[src/logic/msms_pkg.sv]
// ****************************************************************
// Shared constants and types of the move sequencer.
// ****************************************************************
package msms_pkg;

  // Transfer operations accepted on the issue port.
  typedef enum logic [1:0] {
    OP_LOAD_MULTIPLE = 2'h0,
    OP_STORE_MULTIPLE = 2'h1,
    OP_LOAD_STRING_IMM = 2'h2,
    OP_LOAD_STRING_IDX = 2'h3
  } msms_op_type;

  // Sequencer states, one-hot.
  typedef enum logic [2:0] {
    ST_IDLE = 3'b001,
    ST_RUN = 3'b010,
    ST_FIN = 3'b100
  } msms_state_type;

  localparam int MSMS_DATA_W = 32;
  localparam int MSMS_IDX_W = 5;
  localparam int MSMS_CNT_W = 8;
  localparam int MSMS_DISP_W = 16;
  localparam int MSMS_PAGE_LSB = 12;
  localparam int MSMS_XER_CNT_HI = 6;
  localparam int MSMS_FIFO_DEPTH = 4;
  localparam int MSMS_RSP_W = 33;
  localparam int MSMS_FAULT_BIT = 32;
  localparam logic [MSMS_CNT_W-1:0] MSMS_REG_LIMIT = 8'h20;
  localparam logic [MSMS_CNT_W-1:0] MSMS_IMM_ZERO_COUNT = 8'h20;
  localparam logic [MSMS_DATA_W-1:0] MSMS_WORD_STEP = 32'h00000004;
  localparam logic [MSMS_DATA_W-1:0] MSMS_BYTE_STEP = 32'h00000001;
  localparam logic [1:0] MSMS_LAST_LANE = 2'h3;
  localparam logic [MSMS_DATA_W-1:0] MSMS_ACC_RESET = 32'h00000000;

endpackage

[src/logic/msms_stream_if.sv]
`timescale 1ns/1ps
// ****************************************************************
// Valid/ready word stream between sequencer and its FIFO.
// ****************************************************************
interface msms_stream_if #(
  parameter int WIDTH = 33
);
  logic [WIDTH-1:0] data;
  logic valid;
  logic ready;

  modport src(output data, output valid, input ready);
  modport snk(input data, input valid, output ready);
endinterface

[src/logic/msms_fifo.sv]
`timescale 1ns/1ps
// ****************************************************************
// Small synchronous FIFO with valid/ready on both sides.
// ****************************************************************
module msms_fifo #(
  parameter int WIDTH = 33,
  parameter int DEPTH = 4
) (
  input wire logic clk_sys,
  input wire logic rst,
  msms_stream_if.snk inSide,
  msms_stream_if.src outSide
);
  import msms_pkg::*;

  localparam int AW = (DEPTH > 1) ? $clog2(DEPTH) : 1;
  localparam int CW = $clog2(DEPTH + 1);
  localparam logic [AW-1:0] LAST_SLOT = AW'(DEPTH - 1);
  localparam logic [CW-1:0] FULL_CNT = CW'(DEPTH);

  typedef struct packed {
    logic [DEPTH-1:0][WIDTH-1:0] mem;
    logic [AW-1:0] wp;
    logic [AW-1:0] rp;
    logic [CW-1:0] cnt;
  } msms_fifo_state_type;

  msms_fifo_state_type s_reg;
  msms_fifo_state_type s_next;
  logic pushFire;
  logic popFire;

  // Honest flags: ready drops at full, valid drops at empty.
  assign inSide.ready = (s_reg.cnt != FULL_CNT);
  assign outSide.valid = (s_reg.cnt != '0);
  assign outSide.data = s_reg.mem[s_reg.rp];
  assign pushFire = inSide.valid && inSide.ready;
  assign popFire = outSide.valid && outSide.ready;

  // Pointer and occupancy update.
  always_comb begin
    s_next = s_reg;
    if (pushFire) begin
      s_next.mem[s_reg.wp] = inSide.data;
      s_next.wp = (s_reg.wp == LAST_SLOT) ? '0 : s_reg.wp + 1'b1;
    end
    if (popFire) begin
      s_next.rp = (s_reg.rp == LAST_SLOT) ? '0 : s_reg.rp + 1'b1;
    end
    if (pushFire && !popFire) begin
      s_next.cnt = s_reg.cnt + 1'b1;
    end else if (popFire && !pushFire) begin
      s_next.cnt = s_reg.cnt - 1'b1;
    end
  end

  // State register.
  always_ff @(posedge clk_sys or posedge rst) begin
    if (rst) begin
      s_reg <= '0;
    end else begin
      s_reg <= s_next;
    end
  end
endmodule

[src/logic/msms_sequencer.sv]
`timescale 1ns/1ps
// ****************************************************************
// Load/store multiple and load string sequencer.
// ****************************************************************
// How it works
// - Page fault: finish first page, skip second
// - Load multiple skips writing in-range base register
// - Base field zero: register zero loaded normally
// - Misaligned multiple within one page executes, not rejected
// - Load multiple: EA, 32 minus index words
// - Store multiple: EA, 32 minus index words
// - Misaligned page-crossing multiple raises alignment exception
// - Zero-count indexed string: no access, no change
// - Immediate string: base address, count zero means 32
// - Bytes fill left to right, registers wrap
// - Partial last register gets zeroed low bytes
// - String load skips in-range base register
// - String base field zero: register zero loaded
// - Indexed string: base plus index, count field
// - Registers equal count over four rounded up
module msms_sequencer #(
  parameter int FIFO_DEPTH = msms_pkg::MSMS_FIFO_DEPTH
) (
  input wire logic clk_sys,
  input wire logic rst,
  input wire logic cmdValid,
  output logic cmdReady,
  input wire msms_pkg::msms_op_type cmdOp,
  input wire logic [msms_pkg::MSMS_IDX_W-1:0] cmdRegIdx,
  input wire logic [msms_pkg::MSMS_IDX_W-1:0] cmdBaseField,
  input wire logic [msms_pkg::MSMS_DATA_W-1:0] cmdBaseValue,
  input wire logic [msms_pkg::MSMS_DATA_W-1:0] cmdIndexValue,
  input wire logic [msms_pkg::MSMS_DISP_W-1:0] cmdDisp,
  input wire logic [msms_pkg::MSMS_IDX_W-1:0] cmdImmByteCount,
  input wire logic [msms_pkg::MSMS_DATA_W-1:0] integerExceptionReg,
  output logic [msms_pkg::MSMS_IDX_W-1:0] gprRdIdx,
  input wire logic [msms_pkg::MSMS_DATA_W-1:0] gprRdData,
  output logic gprWrValid,
  input wire logic gprWrReady,
  output logic [msms_pkg::MSMS_IDX_W-1:0] gprWrIdx,
  output logic [msms_pkg::MSMS_DATA_W-1:0] gprWrData,
  output logic memReqValid,
  input wire logic memReqReady,
  output logic memReqWrite,
  output logic memReqByte,
  output logic [msms_pkg::MSMS_DATA_W-1:0] memReqAddr,
  output logic [msms_pkg::MSMS_DATA_W-1:0] memReqData,
  input wire logic memRspValid,
  output logic memRspReady,
  input wire logic [msms_pkg::MSMS_DATA_W-1:0] memRspData,
  input wire logic memRspFault,
  output logic doneValid,
  output logic doneDataExc,
  output logic doneAlignExc
);
  import msms_pkg::*;

  // ****************************************************************
  // State and decode helpers.
  // ****************************************************************

  typedef struct packed {
    msms_state_type st;
    msms_op_type op;
    logic [MSMS_IDX_W-1:0] baseIdx;
    logic baseUsed;
    logic [MSMS_DATA_W-1:0] addr;
    logic [MSMS_DATA_W-1:0] prevAddr;
    logic firstReq;
    logic probe;
    logic [MSMS_CNT_W-1:0] reqLeft;
    logic [MSMS_CNT_W-1:0] rspLeft;
    logic [MSMS_CNT_W-1:0] outCnt;
    logic [MSMS_IDX_W-1:0] issueIdx;
    logic [MSMS_IDX_W-1:0] drainIdx;
    logic [1:0] lane;
    logic [MSMS_DATA_W-1:0] acc;
    logic fault;
    logic wrValid;
    logic [MSMS_IDX_W-1:0] wrIdx;
    logic [MSMS_DATA_W-1:0] wrData;
    logic doneValid;
    logic doneDataExc;
    logic doneAlignExc;
  } msms_seq_state_type;

  // True for every operation that fills registers from memory.
  function automatic logic msmsIsLoad(input msms_op_type op);
    msmsIsLoad = (op != OP_STORE_MULTIPLE);
  endfunction

  // True for the byte-granular string operations.
  function automatic logic msmsIsString(input msms_op_type op);
    msmsIsString = (op == OP_LOAD_STRING_IMM) || (op == OP_LOAD_STRING_IDX);
  endfunction

  // Page number of an effective address.
  function automatic logic [MSMS_DATA_W-MSMS_PAGE_LSB-1:0] msmsPage(
    input logic [MSMS_DATA_W-1:0] a
  );
    msmsPage = a[MSMS_DATA_W-1:MSMS_PAGE_LSB];
  endfunction

  msms_seq_state_type s_reg;
  msms_seq_state_type s_next;

  msms_stream_if #(.WIDTH(MSMS_RSP_W)) rspIn ();
  msms_stream_if #(.WIDTH(MSMS_RSP_W)) rspOut ();

  logic [MSMS_DATA_W-1:0] baseSrc;
  logic [MSMS_DATA_W-1:0] eaStart;
  logic [MSMS_DATA_W-1:0] eaLast;
  logic [MSMS_CNT_W-1:0] wordCount;
  logic [MSMS_CNT_W-1:0] byteCount;
  logic newPage;
  logic issueOk;
  logic reqFire;
  logic drainReady;
  logic drainFire;
  logic skipWrite;

  // ****************************************************************
  // Response FIFO between memory path and register writer.
  // ****************************************************************

  // Memory answers enter the FIFO with their fault flag on top.
  assign rspIn.valid = memRspValid;
  assign rspIn.data = {memRspFault, memRspData};
  assign memRspReady = rspIn.ready;

  msms_fifo #(
    .WIDTH(MSMS_RSP_W),
    .DEPTH(FIFO_DEPTH)
  ) rspFifo (
    .clk_sys(clk_sys),
    .rst(rst),
    .inSide(rspIn),
    .outSide(rspOut)
  );

  // The writer stalls the FIFO while a register write is unaccepted.
  assign drainReady = !s_reg.wrValid || gprWrReady;
  assign rspOut.ready = drainReady;
  assign drainFire = rspOut.valid && drainReady;

  // ****************************************************************
  // Command decode at issue time.
  // ****************************************************************

  // A zero base field means a zero address operand, not register zero.
  assign baseSrc = (cmdBaseField == '0) ? '0 : cmdBaseValue;

  // Effective address and transfer length per operation.
  always_comb begin
    eaStart = baseSrc;
    wordCount = MSMS_REG_LIMIT - {3'b000, cmdRegIdx};
    byteCount = {3'b000, cmdImmByteCount};
    case (cmdOp)
      OP_LOAD_MULTIPLE, OP_STORE_MULTIPLE: begin
        eaStart = baseSrc + {{(MSMS_DATA_W-MSMS_DISP_W){cmdDisp[MSMS_DISP_W-1]}}, cmdDisp};
      end
      OP_LOAD_STRING_IMM: begin
        if (cmdImmByteCount == '0) begin
          byteCount = MSMS_IMM_ZERO_COUNT;
        end
      end
      OP_LOAD_STRING_IDX: begin
        eaStart = baseSrc + cmdIndexValue;
        byteCount = {1'b0, integerExceptionReg[MSMS_XER_CNT_HI:0]};
      end
      default: begin
        eaStart = baseSrc;
      end
    endcase
    eaLast = eaStart + {22'h0, wordCount, 2'b00} - MSMS_BYTE_STEP;
  end

  // ****************************************************************
  // Memory request issue.
  // ****************************************************************

  // The first access of each page is a probe that must answer alone.
  assign newPage = s_reg.firstReq || (msmsPage(s_reg.addr) != msmsPage(s_reg.prevAddr));
  assign issueOk = (s_reg.st == ST_RUN) && (s_reg.reqLeft != '0) && !s_reg.fault &&
    ((s_reg.outCnt == '0) || (!newPage && !s_reg.probe));
  assign reqFire = issueOk && memReqReady;

  // Requests go out in ascending order from the tracked address.
  assign memReqValid = issueOk;
  assign memReqAddr = s_reg.addr;
  assign memReqWrite = (s_reg.op == OP_STORE_MULTIPLE);
  assign memReqByte = msmsIsString(s_reg.op);
  assign gprRdIdx = s_reg.issueIdx;
  assign memReqData = gprRdData;

  // Base register in range is protected when it is a real address source.
  assign skipWrite = s_reg.baseUsed && (s_reg.drainIdx == s_reg.baseIdx);

  // ****************************************************************
  // Sequencer next state.
  // ****************************************************************

  always_comb begin
    logic [MSMS_DATA_W-1:0] accNew;
    logic [MSMS_RSP_W-1:0] rsp;
    accNew = s_reg.acc;
    rsp = rspOut.data;
    s_next = s_reg;
    s_next.doneValid = 1'b0;
    s_next.doneDataExc = 1'b0;
    s_next.doneAlignExc = 1'b0;

    // A pending register write leaves once the file accepts it.
    if (s_reg.wrValid && gprWrReady) begin
      s_next.wrValid = 1'b0;
    end

    case (s_reg.st)
      ST_IDLE: begin
        if (cmdValid) begin
          s_next.op = cmdOp;
          s_next.baseIdx = cmdBaseField;
          s_next.baseUsed = (cmdBaseField != '0);
          s_next.addr = eaStart;
          s_next.prevAddr = eaStart;
          s_next.firstReq = 1'b1;
          s_next.probe = 1'b0;
          s_next.outCnt = '0;
          s_next.issueIdx = cmdRegIdx;
          s_next.drainIdx = cmdRegIdx;
          s_next.lane = '0;
          s_next.acc = MSMS_ACC_RESET;
          s_next.fault = 1'b0;
          s_next.st = ST_RUN;
          if (msmsIsString(cmdOp)) begin
            s_next.reqLeft = byteCount;
            s_next.rspLeft = byteCount;
          end else begin
            s_next.reqLeft = wordCount;
            s_next.rspLeft = wordCount;
          end
          if (!msmsIsString(cmdOp) && (eaStart[1:0] != 2'b00) &&
              (msmsPage(eaStart) != msmsPage(eaLast))) begin
            // Misaligned and crossing a page: hand over to the handler.
            s_next.st = ST_FIN;
            s_next.doneValid = 1'b1;
            s_next.doneAlignExc = 1'b1;
          end else if (msmsIsString(cmdOp) && (byteCount == '0)) begin
            // Zero-length string: finish without touching anything.
            s_next.st = ST_FIN;
            s_next.doneValid = 1'b1;
          end
        end
      end

      ST_RUN: begin
        // Advance the request side by a word or a byte.
        if (reqFire) begin
          s_next.prevAddr = s_reg.addr;
          s_next.addr = s_reg.addr + (msmsIsString(s_reg.op) ? MSMS_BYTE_STEP :
            MSMS_WORD_STEP);
          s_next.firstReq = 1'b0;
          s_next.reqLeft = s_reg.reqLeft - 1'b1;
          s_next.issueIdx = s_reg.issueIdx + 1'b1;
        end

        // A page probe stays alone until its answer is drained.
        if (reqFire && newPage) begin
          s_next.probe = 1'b1;
        end else if (s_reg.outCnt == '0) begin
          s_next.probe = 1'b0;
        end

        // Outstanding count follows issued minus drained answers.
        if (reqFire && !drainFire) begin
          s_next.outCnt = s_reg.outCnt + 1'b1;
        end else if (drainFire && !reqFire) begin
          s_next.outCnt = s_reg.outCnt - 1'b1;
        end

        // Drain one answer into the register writer.
        if (drainFire) begin
          if (rsp[MSMS_FAULT_BIT] || s_reg.fault) begin
            s_next.fault = 1'b1;
          end else if (msmsIsLoad(s_reg.op)) begin
            s_next.rspLeft = s_reg.rspLeft - 1'b1;
            if (!msmsIsString(s_reg.op)) begin
              s_next.wrValid = !skipWrite;
              s_next.wrIdx = s_reg.drainIdx;
              s_next.wrData = rsp[MSMS_DATA_W-1:0];
              s_next.drainIdx = s_reg.drainIdx + 1'b1;
            end else begin
              // Bytes land from the most significant lane downward.
              accNew[{~s_reg.lane, 3'b000} +: 8] = rsp[7:0];
              if ((s_reg.lane == MSMS_LAST_LANE) || (s_reg.rspLeft == 8'h01)) begin
                // Accumulator starts cleared, so unfilled low bytes are zero.
                s_next.wrValid = !skipWrite;
                s_next.wrIdx = s_reg.drainIdx;
                s_next.wrData = accNew;
                s_next.acc = MSMS_ACC_RESET;
                s_next.lane = '0;
                s_next.drainIdx = s_reg.drainIdx + 1'b1;
              end else begin
                s_next.acc = accNew;
                s_next.lane = s_reg.lane + 1'b1;
              end
            end
          end
        end

        // Finish once every answer is drained and the write has left.
        if ((s_reg.outCnt == '0) && !rspOut.valid && !s_reg.wrValid &&
            ((s_reg.reqLeft == '0) || s_reg.fault)) begin
          s_next.st = ST_FIN;
          s_next.doneValid = 1'b1;
          s_next.doneDataExc = s_reg.fault;
        end
      end

      ST_FIN: begin
        s_next.st = ST_IDLE;
      end

      default: begin
        s_next.st = ST_IDLE;
      end
    endcase
  end

  // ****************************************************************
  // State register and outputs.
  // ****************************************************************

  always_ff @(posedge clk_sys or posedge rst) begin
    if (rst) begin
      s_reg <= '0;
      s_reg.st <= ST_IDLE;
      s_reg.op <= OP_LOAD_MULTIPLE;
      s_reg.acc <= MSMS_ACC_RESET;
    end else begin
      s_reg <= s_next;
    end
  end

  // Handshake and completion outputs.
  assign cmdReady = (s_reg.st == ST_IDLE);
  assign gprWrValid = s_reg.wrValid;
  assign gprWrIdx = s_reg.wrIdx;
  assign gprWrData = s_reg.wrData;
  assign doneValid = s_reg.doneValid;
  assign doneDataExc = s_reg.doneDataExc;
  assign doneAlignExc = s_reg.doneAlignExc;
endmodule

[config.mk]
export PLATFORM = sky130hd
export DESIGN_NAME = msms_sequencer
export DESIGN_NICKNAME = d
export VERILOG_FILES = /design/src/logic/msms_pkg.sv /design/src/logic/msms_stream_if.sv /design/src/logic/msms_fifo.sv /design/src/logic/msms_sequencer.sv
export SDC_FILE = /design/constraint.sdc
export NUM_CORES = 1
export LEC_CHECK = 0
export BUFFER_PORTS_ARGS = -buffer_cell sky130_fd_sc_hd__buf_2
export CAP_MARGIN = 20
export CORE_MARGIN = 1
export CORE_UTILIZATION = 45
export DETAILED_ROUTE_END_ITERATION = 8
export PLACE_DENSITY = 0.75
export SLEW_MARGIN = 40
export SYNTH_ARGS = -nofsm -noshare
export SYNTH_HDL_FRONTEND = slang
export SYNTH_SLANG_ARGS = --single-unit
[constraint.sdc]
create_clock -name clk_sys -period 11.2 [get_ports clk_sys]
set_input_delay 0.56 -clock clk_sys [delete_from_list [all_inputs] [get_ports clk_sys]]
set_output_delay 0.56 -clock clk_sys [all_outputs]
set_load 0.01 [all_outputs]
Yosys cells after proc, flatten, opt, wreduce, memory -nomap -nowiden

Index checks and enable logic that the tools add are counted.

Order comparisons: 3
Bitwise logic cells: 2
Add/subtract/negate cells: 18
Mux-type cells: 55
Shift-type cells: 2
Eq/ne operators: 29
Reduce and logical (&&, ||, !) cells: 62

Operator list:

| kind                                                  | count |
|---|---|
| one-hot mux 135 bit (2 select lines)                  | 1 |
| 2-to-1 mux 38 bit                                     | 5 |
| 2-to-1 mux 146 bit                                    | 1 |
| bitwise mux 132 bit                                   | 1 |
| 2-to-1 mux 39 bit                                     | 2 |
| 2-to-1 mux 78 bit                                     | 1 |
| 2-to-1 mux 34 bit                                     | 2 |
| binary-select mux 33 bit (select 2 bit)               | 1 |
| demux 33 bit (select 2 bit)                           | 1 |
| 2-to-1 mux 33 bit                                     | 2 |
| 2-to-1 mux 65 bit                                     | 1 |
| adder 32 bit                                          | 2 |
| one-hot mux 32 bit (2 select lines)                   | 1 |
| 2-to-1 mux 8 bit                                      | 6 |
| != test 20 bit                                        | 2 |
| adder 32 x 10 -> 32 bit                               | 1 |
| adder 32 x 3 -> 32 bit                                | 1 |
| bitwise mux 32 bit                                    | 1 |
| 2-to-1 mux 32 bit                                     | 1 |
| variable shift 8 x 7 -> 32 bit (first input constant) | 1 |
| indexed part select 8 x 7 -> 32 bit                   | 1 |
| subtractor 32 x 1 -> 32 bit (second input constant)   | 1 |
| logical NOT 8 bit                                     | 3 |
| subtractor 8 x 1 -> 8 bit (second input constant)     | 3 |
| other kinds (46)                                      | 129 |

Output and inout bits: 115
Bits in registers: 326
Bits of input ports: 200

Longest topological paths before layout

Depth after elaboration: 12
Mapped depth: 35
Gate-level depth less buffers: 31

By module

A second synthesis with hierarchy kept.

Cells, all modules: 2355
Area, all modules: 21524.4 um^2

By module, submodules not included:

| module         | area an instance (um^2) | times used | cells each |
|---|---|---|---|
| msms_sequencer | 15352.2                 | 1          | 1996 |
| msms_fifo      | 6172.2                  | 1          | 359 |

Worst setup path before layout

Ideal clock, no wire load.

Path type: input port to flip-flop
Start point: input port cmdBaseField[1] (netlist name)
End point: register s_reg[185] (netlist name)
Data required time: 11.131 ns
Stages: 35
Path buffers: 4
Slack: 3.635 ns
Setup time: 0.069 ns
Arrival time: 7.497 ns
Path through: or4_4 > or2_1 > buf_6 > clkbuf_1 > clkbuf_1 > clkbuf_1 > and2_1 > ha_1 > inv_1 > fa_1 > inv_1 > a21oi_1 > a2111oi_0 > o31a_1 > a21oi_1 > maj3_1 > o21ai_0 > xnor2_1 > o21ai_0 > inv_1 > ha_1 > a21o_1 > a21o_1 > a2111oi_0 > a2bb2oi_1 > a21boi_0 > nor2_1 > nand4_1 > or3_1 > o31a_1 > o21a_1 > mux2_2 > o2111ai_1 > or3_1 > nand3_1

Word-level cells in the longest chain between the ends: 11
Elaborated cells on any way between the ends: 14
Classes of those cells: add/sub: 4; eq/ne: 1; mux: 5; reduce/logical: 4

Ends and longest elaborated chain:

| element                               | RTL line                                     | RTL |
|---|---|---|
| start: declaration                    | msms_sequencer.sv:30                         | `input wire logic [msms_pkg::MSMS_IDX_W-1:0] cmdBaseField,` |
| logical NOT 5 bit *                   | msms_sequencer.sv:151                        | `assign baseSrc = (cmdBaseField == '0) ? '0 : cmdBaseValue;` |
| 2-to-1 mux 32 bit *                   | msms_sequencer.sv:151                        |  |
| adder 32 bit (on tied branches)       | msms_sequencer.sv:168, msms_sequencer.sv:160 |  |
| one-hot mux 32 bit (2 select lines) * | msms_sequencer.sv:158                        | `case (cmdOp)` |
| adder 32 x 10 -> 32 bit               | msms_sequencer.sv:175                        | `eaLast = eaStart + {22'h0, wordCount, 2'b00} - MSMS_BYTE_STEP;` |
| subtractor 32 x 1 -> 32 bit           | msms_sequencer.sv:175                        |  |
| != test 20 bit                        | msms_sequencer.sv:243                        | `(msmsPage(eaStart) != msmsPage(eaLast))) begin` |
| logical AND 1 bit *                   | msms_sequencer.sv:242                        | `if (!msmsIsString(cmdOp) && (eaStart[1:0] != 2'b00) &&` |
| 2-to-1 mux 3 bit *                    | msms_sequencer.sv:242                        |  |
| 2-to-1 mux 146 bit *                  | msms_sequencer.sv:220                        | `if (cmdValid) begin` |
| one-hot mux 3 bit (2 select lines) *  | msms_sequencer.sv:218                        | `case (s_reg.st)` |
| end signal: assignment                | msms_sequencer.sv:341                        | `s_reg <= s_next;` |
| end: declaration                      | msms_sequencer.sv:104                        | `msms_seq_state_type s_reg;` |

Every way passes the cells marked *; elsewhere a longest branch is shown, timed or not. The select of a mux whose other input is x is not followed.
A chain may end at the register's enable or synchronous reset.

==> metrics.sh <==
DR.PASS1.ITERS=5
FINAL_LAYOUT_SIZE_SUFFIX_GT1_SHARE_PCT=22.1
GR-USAGE-MET2_PCT=44.1
CTS_SINKS=314
SETUP.WORST_PATH.START_CLASS='primary input'
YS_DOMINANT_REG_CELL='dfrtp_1'
GRT_MAX_DEGREE=138
TRACK_USAGE_PCT=24.7
REG2REG_SETUP_SLACK_PS=6550
LAYOUT.FILLER_CELLS=4236
PATH_BUF_INV=3
SYNTH-EDFF-COUNT=0
SYNTH_SEQUENTIAL_AREA_RATIO_PCT=37.9
CLOCK-ROOT-BUFFER='clkbuf_16'
CRITPATHARRIVALTIME_PS=8690
POWER_PER_CELL_AREA_mW_PER_MM2=253
CORE_AREA_MM2=0.0454
CLOCK_TREE_FROM_TRITONCTS='yes'
WORST_EP_REQUIRED_TIME_PS=11660
RSZ0062_AT_GRT='false'
DRT_ITER0_DRC=1296
YOSYSWARNINGCOUNT=0
POST_CTS_BUFFERS=0
TIMING.FINAL.HOLD_VIOLATIONS=0
CRITICAL_PATH.ENDPOINT_TYPE='flop'
SYN_INST=2261
CTS_INSERTED_BUFFERS=31
CTSLONGESTPATHBUFFERS=3
POST_CTS_HOLD_BUFFER_COUNT=0
MET3_USAGE_GRT_PCT=4.55
TIMING.FMAX_GHz=0.121
LARGEST_REG_FLOPS=139
POST-LAYOUT-TOTAL-POWER_uW=5720
IO-PIN-COUNT=315
WORST_PATH_MOST_REPEATED_CELL='nor3_1'
WORST_VDD_IR_mV=0.187
POST-ROUTE-MIN-PERIOD_PS=8230
PATH_DELAY_FAMILY='compound AO/OA/AOI/OAI gates'
FINALMAXSLEWVIOLATIONS=0
POST-ROUTE-PERIOD-UTIL_PCT=73.5
NETS=2601
ROUTABILITYCONGESTION=0.937
TRANSITION_TIME_AT_THE_PIN_WITH_THE_LEAST_SLEW_MARGIN_PS=735
START_UTIL_PCT=45.7
CRIT_SLOWEST_CELL='or4_4'
CRITPATHKIND='primary input to flop'
CP_MAX_FO=25
PLACE.DETAILED.INSTANCES=2884
DRC=0
WORST_HOLD_PATH_TYPE='primary input to asynchronous set/reset pin'
SLEW-LIMIT-HEADROOM_PCT=49.8
DR_TOTAL_VIAS=17200
SETUP-TNS-FINAL_PS=0
WORSTSKEWPAIRLATENCY_PS=590
OVERALL_DIE_WIDTH_UM=217
SYNTH.CELL_AREA_MM2=0.0207
PLACEMENT_ROWS=78
SYNTH_NETS=2545
GRT_PASS1_WL_UM=92500
SYNTHTOLAYOUTAREAGROWTH_PCT=8.96
GRT_USE_MET1_PCT=30.3
WORST_PATH_LARGEST_CELL_DELAY_PS=580
TOTAL_LEAKAGE_POWER_uW=0.0102
SYNTH.FF_LATCH_COUNT=314
WORST_SETUP_HOLD_PATH_CLK_SLEW_PS=60
POST_DRT_VIA_CELL_RATIO=5.82
FINAL_CELL_COUNT_NO_FILL=2945
TOP_USAGE_LAYER='met2'
SYNTH_ASYNC_SR_FLOP_SHARE_PCT=100
GRT_REMAINING_OVERFLOW=0
FINAL.SETUP_SKEW_PS=19.1
DIE_HEIGHT_UM=217
GRT_PASS1_VIAS=17200
DETAIL_ROUTE.WL_PER_CELL_UM=19.8
POSTSYNTHAREAPERCELL_UM2=9.17
MAX_CAP_VIOL_COUNT=0
ROUTED_WL_UM=58200
WORST_R2R_ENDPOINT='s_reg[93]'
FLOORPLAN.DIE_AREA_MM2=0.0469
SETUP_VIOLATIONS=0
FINAL_ANTENNA_NET_COUNT=0
GRT_ANTENNA_BEFORE_REPAIR=5
SYNTH.DISTINCT_CELLS=91
RUN_STATUS='finished clean'
DPL.HPWL_UM=42900
CRIT_START='cmdBaseField[1]'
WORST_R2R_PATH_DEPTH=18
POST_CTS_RESIZE_COUNT=0
PLACEMENT.IO_BUFFERS=225
REGTOREGSTARTPOINT='memReqAddr[12]'
HTREEDEPTH=1
stage by stage:
| stage | worst slack [ps] | util (%) | area, um^2 | hold slack, ps |
|---|---|---|---|---|
| 2_1_floorplan | 1960 | - | 20700 | 438 |
| 3_3_place_gp | 2760 | 47.5 | 21600 | 455 |
| 3_5_place_dp | 2560 | 47.6 | 21600 | 462 |
| 4_1_cts | 3110 | 49.7 | 22600 | 169 |
| 5_1_grt | 2370 | 49.8 | 22600 | 201 |
| 6_report | 2970 | 49.8 | 22600 | 138 |
synthesized netlist by cell type, types with 44 or more instances:
cell type    n  area [um^2]
a21oi_1    165          826
a31oi_1     44          275
and2_1      47          294
buf_4      107          803
clkbuf_1    89          334
dfrtp_1    313         7830
ha_1        81         1010
inv_1       82          308
mux2_2     147         1660
nand2_1    252          946
nor2_1     164          616
o21ai_0    152          761
xnor2_1     48          420
power breakdown:
part | switching (uW) | internal (uW)
logic | 1520 | 1190
registers | 361 | 1630
clock network | 451 | 567
how the worst max path moves through the flow:
stage               cells after the start  slack, ps            to
floorplan                               1       1960  doneAlignExc
global placement                       30       2760    s_reg[186]
detailed placement                     30       2560    s_reg[185]
CTS                                    30       3110    s_reg[185]
global route                           32       2370    s_reg[185]
finish                                 30       2970     doneValid
metal layers:
layer	up-vias	part of all wire, %
met2	531	50
met5	-	0.058
met3	86	6.7
li1	8056	-
met1	8474	41
met4	6	2.4
area by class of cell:
cell class | instances | area, um^2 | share of cell area, %
antenna | 3 | 7.51 | 0.0332
clock buffer | 49 | 923 | 4.09
clock inverter | 9 | 66.3 | 0.293
inverter | 82 | 320 | 1.42
multi-input combinational | 1637 | 11300 | 50.2
sequential | 314 | 7860 | 34.8
tap | 600 | 751 | 3.32
timing repair buffer | 251 | 1330 | 5.86
cell usage in the layout, fill, tap and decap left out, types with 25 or more instances in the layout:
| master | Yosys | final |
|---|---|---|
| xor2_1 | 43 | 43 |
| a21oi_1 | 165 | 163 |
| a31oi_1 | 44 | 44 |
| o21ai_0 | 152 | 152 |
| mux2_2 | 147 | 147 |
| nand2_1 | 252 | 252 |
| inv_1 | 82 | 81 |
| nand3_1 | 35 | 35 |
| xnor2_1 | 48 | 48 |
| buf_4 | 107 | 25 |
| dfrtp_1 | 313 | 312 |
| mux4_2 | 34 | 34 |
| buf_2 | 5 | 225 |
| ha_1 | 81 | 81 |
| and2_1 | 47 | 45 |
| nor3_1 | 41 | 39 |
| nor2b_1 | 33 | 32 |
| a21o_1 | 32 | 31 |
| clkbuf_16 | 0 | 31 |
| nor2_1 | 164 | 163 |
cells by family after synthesis:
family	after synthesis	synth area share (%)
AOI/OAI and AO/OA	550	16.4
xor gates and xnor gates	92	3.96
adders and majority gates	86	5.27
buffers and inverters	310	7.61
DFF	314	37.9
muxes	198	12.5
and+or+nand+nor	711	16.4
(Power assumes the default switching activity.)
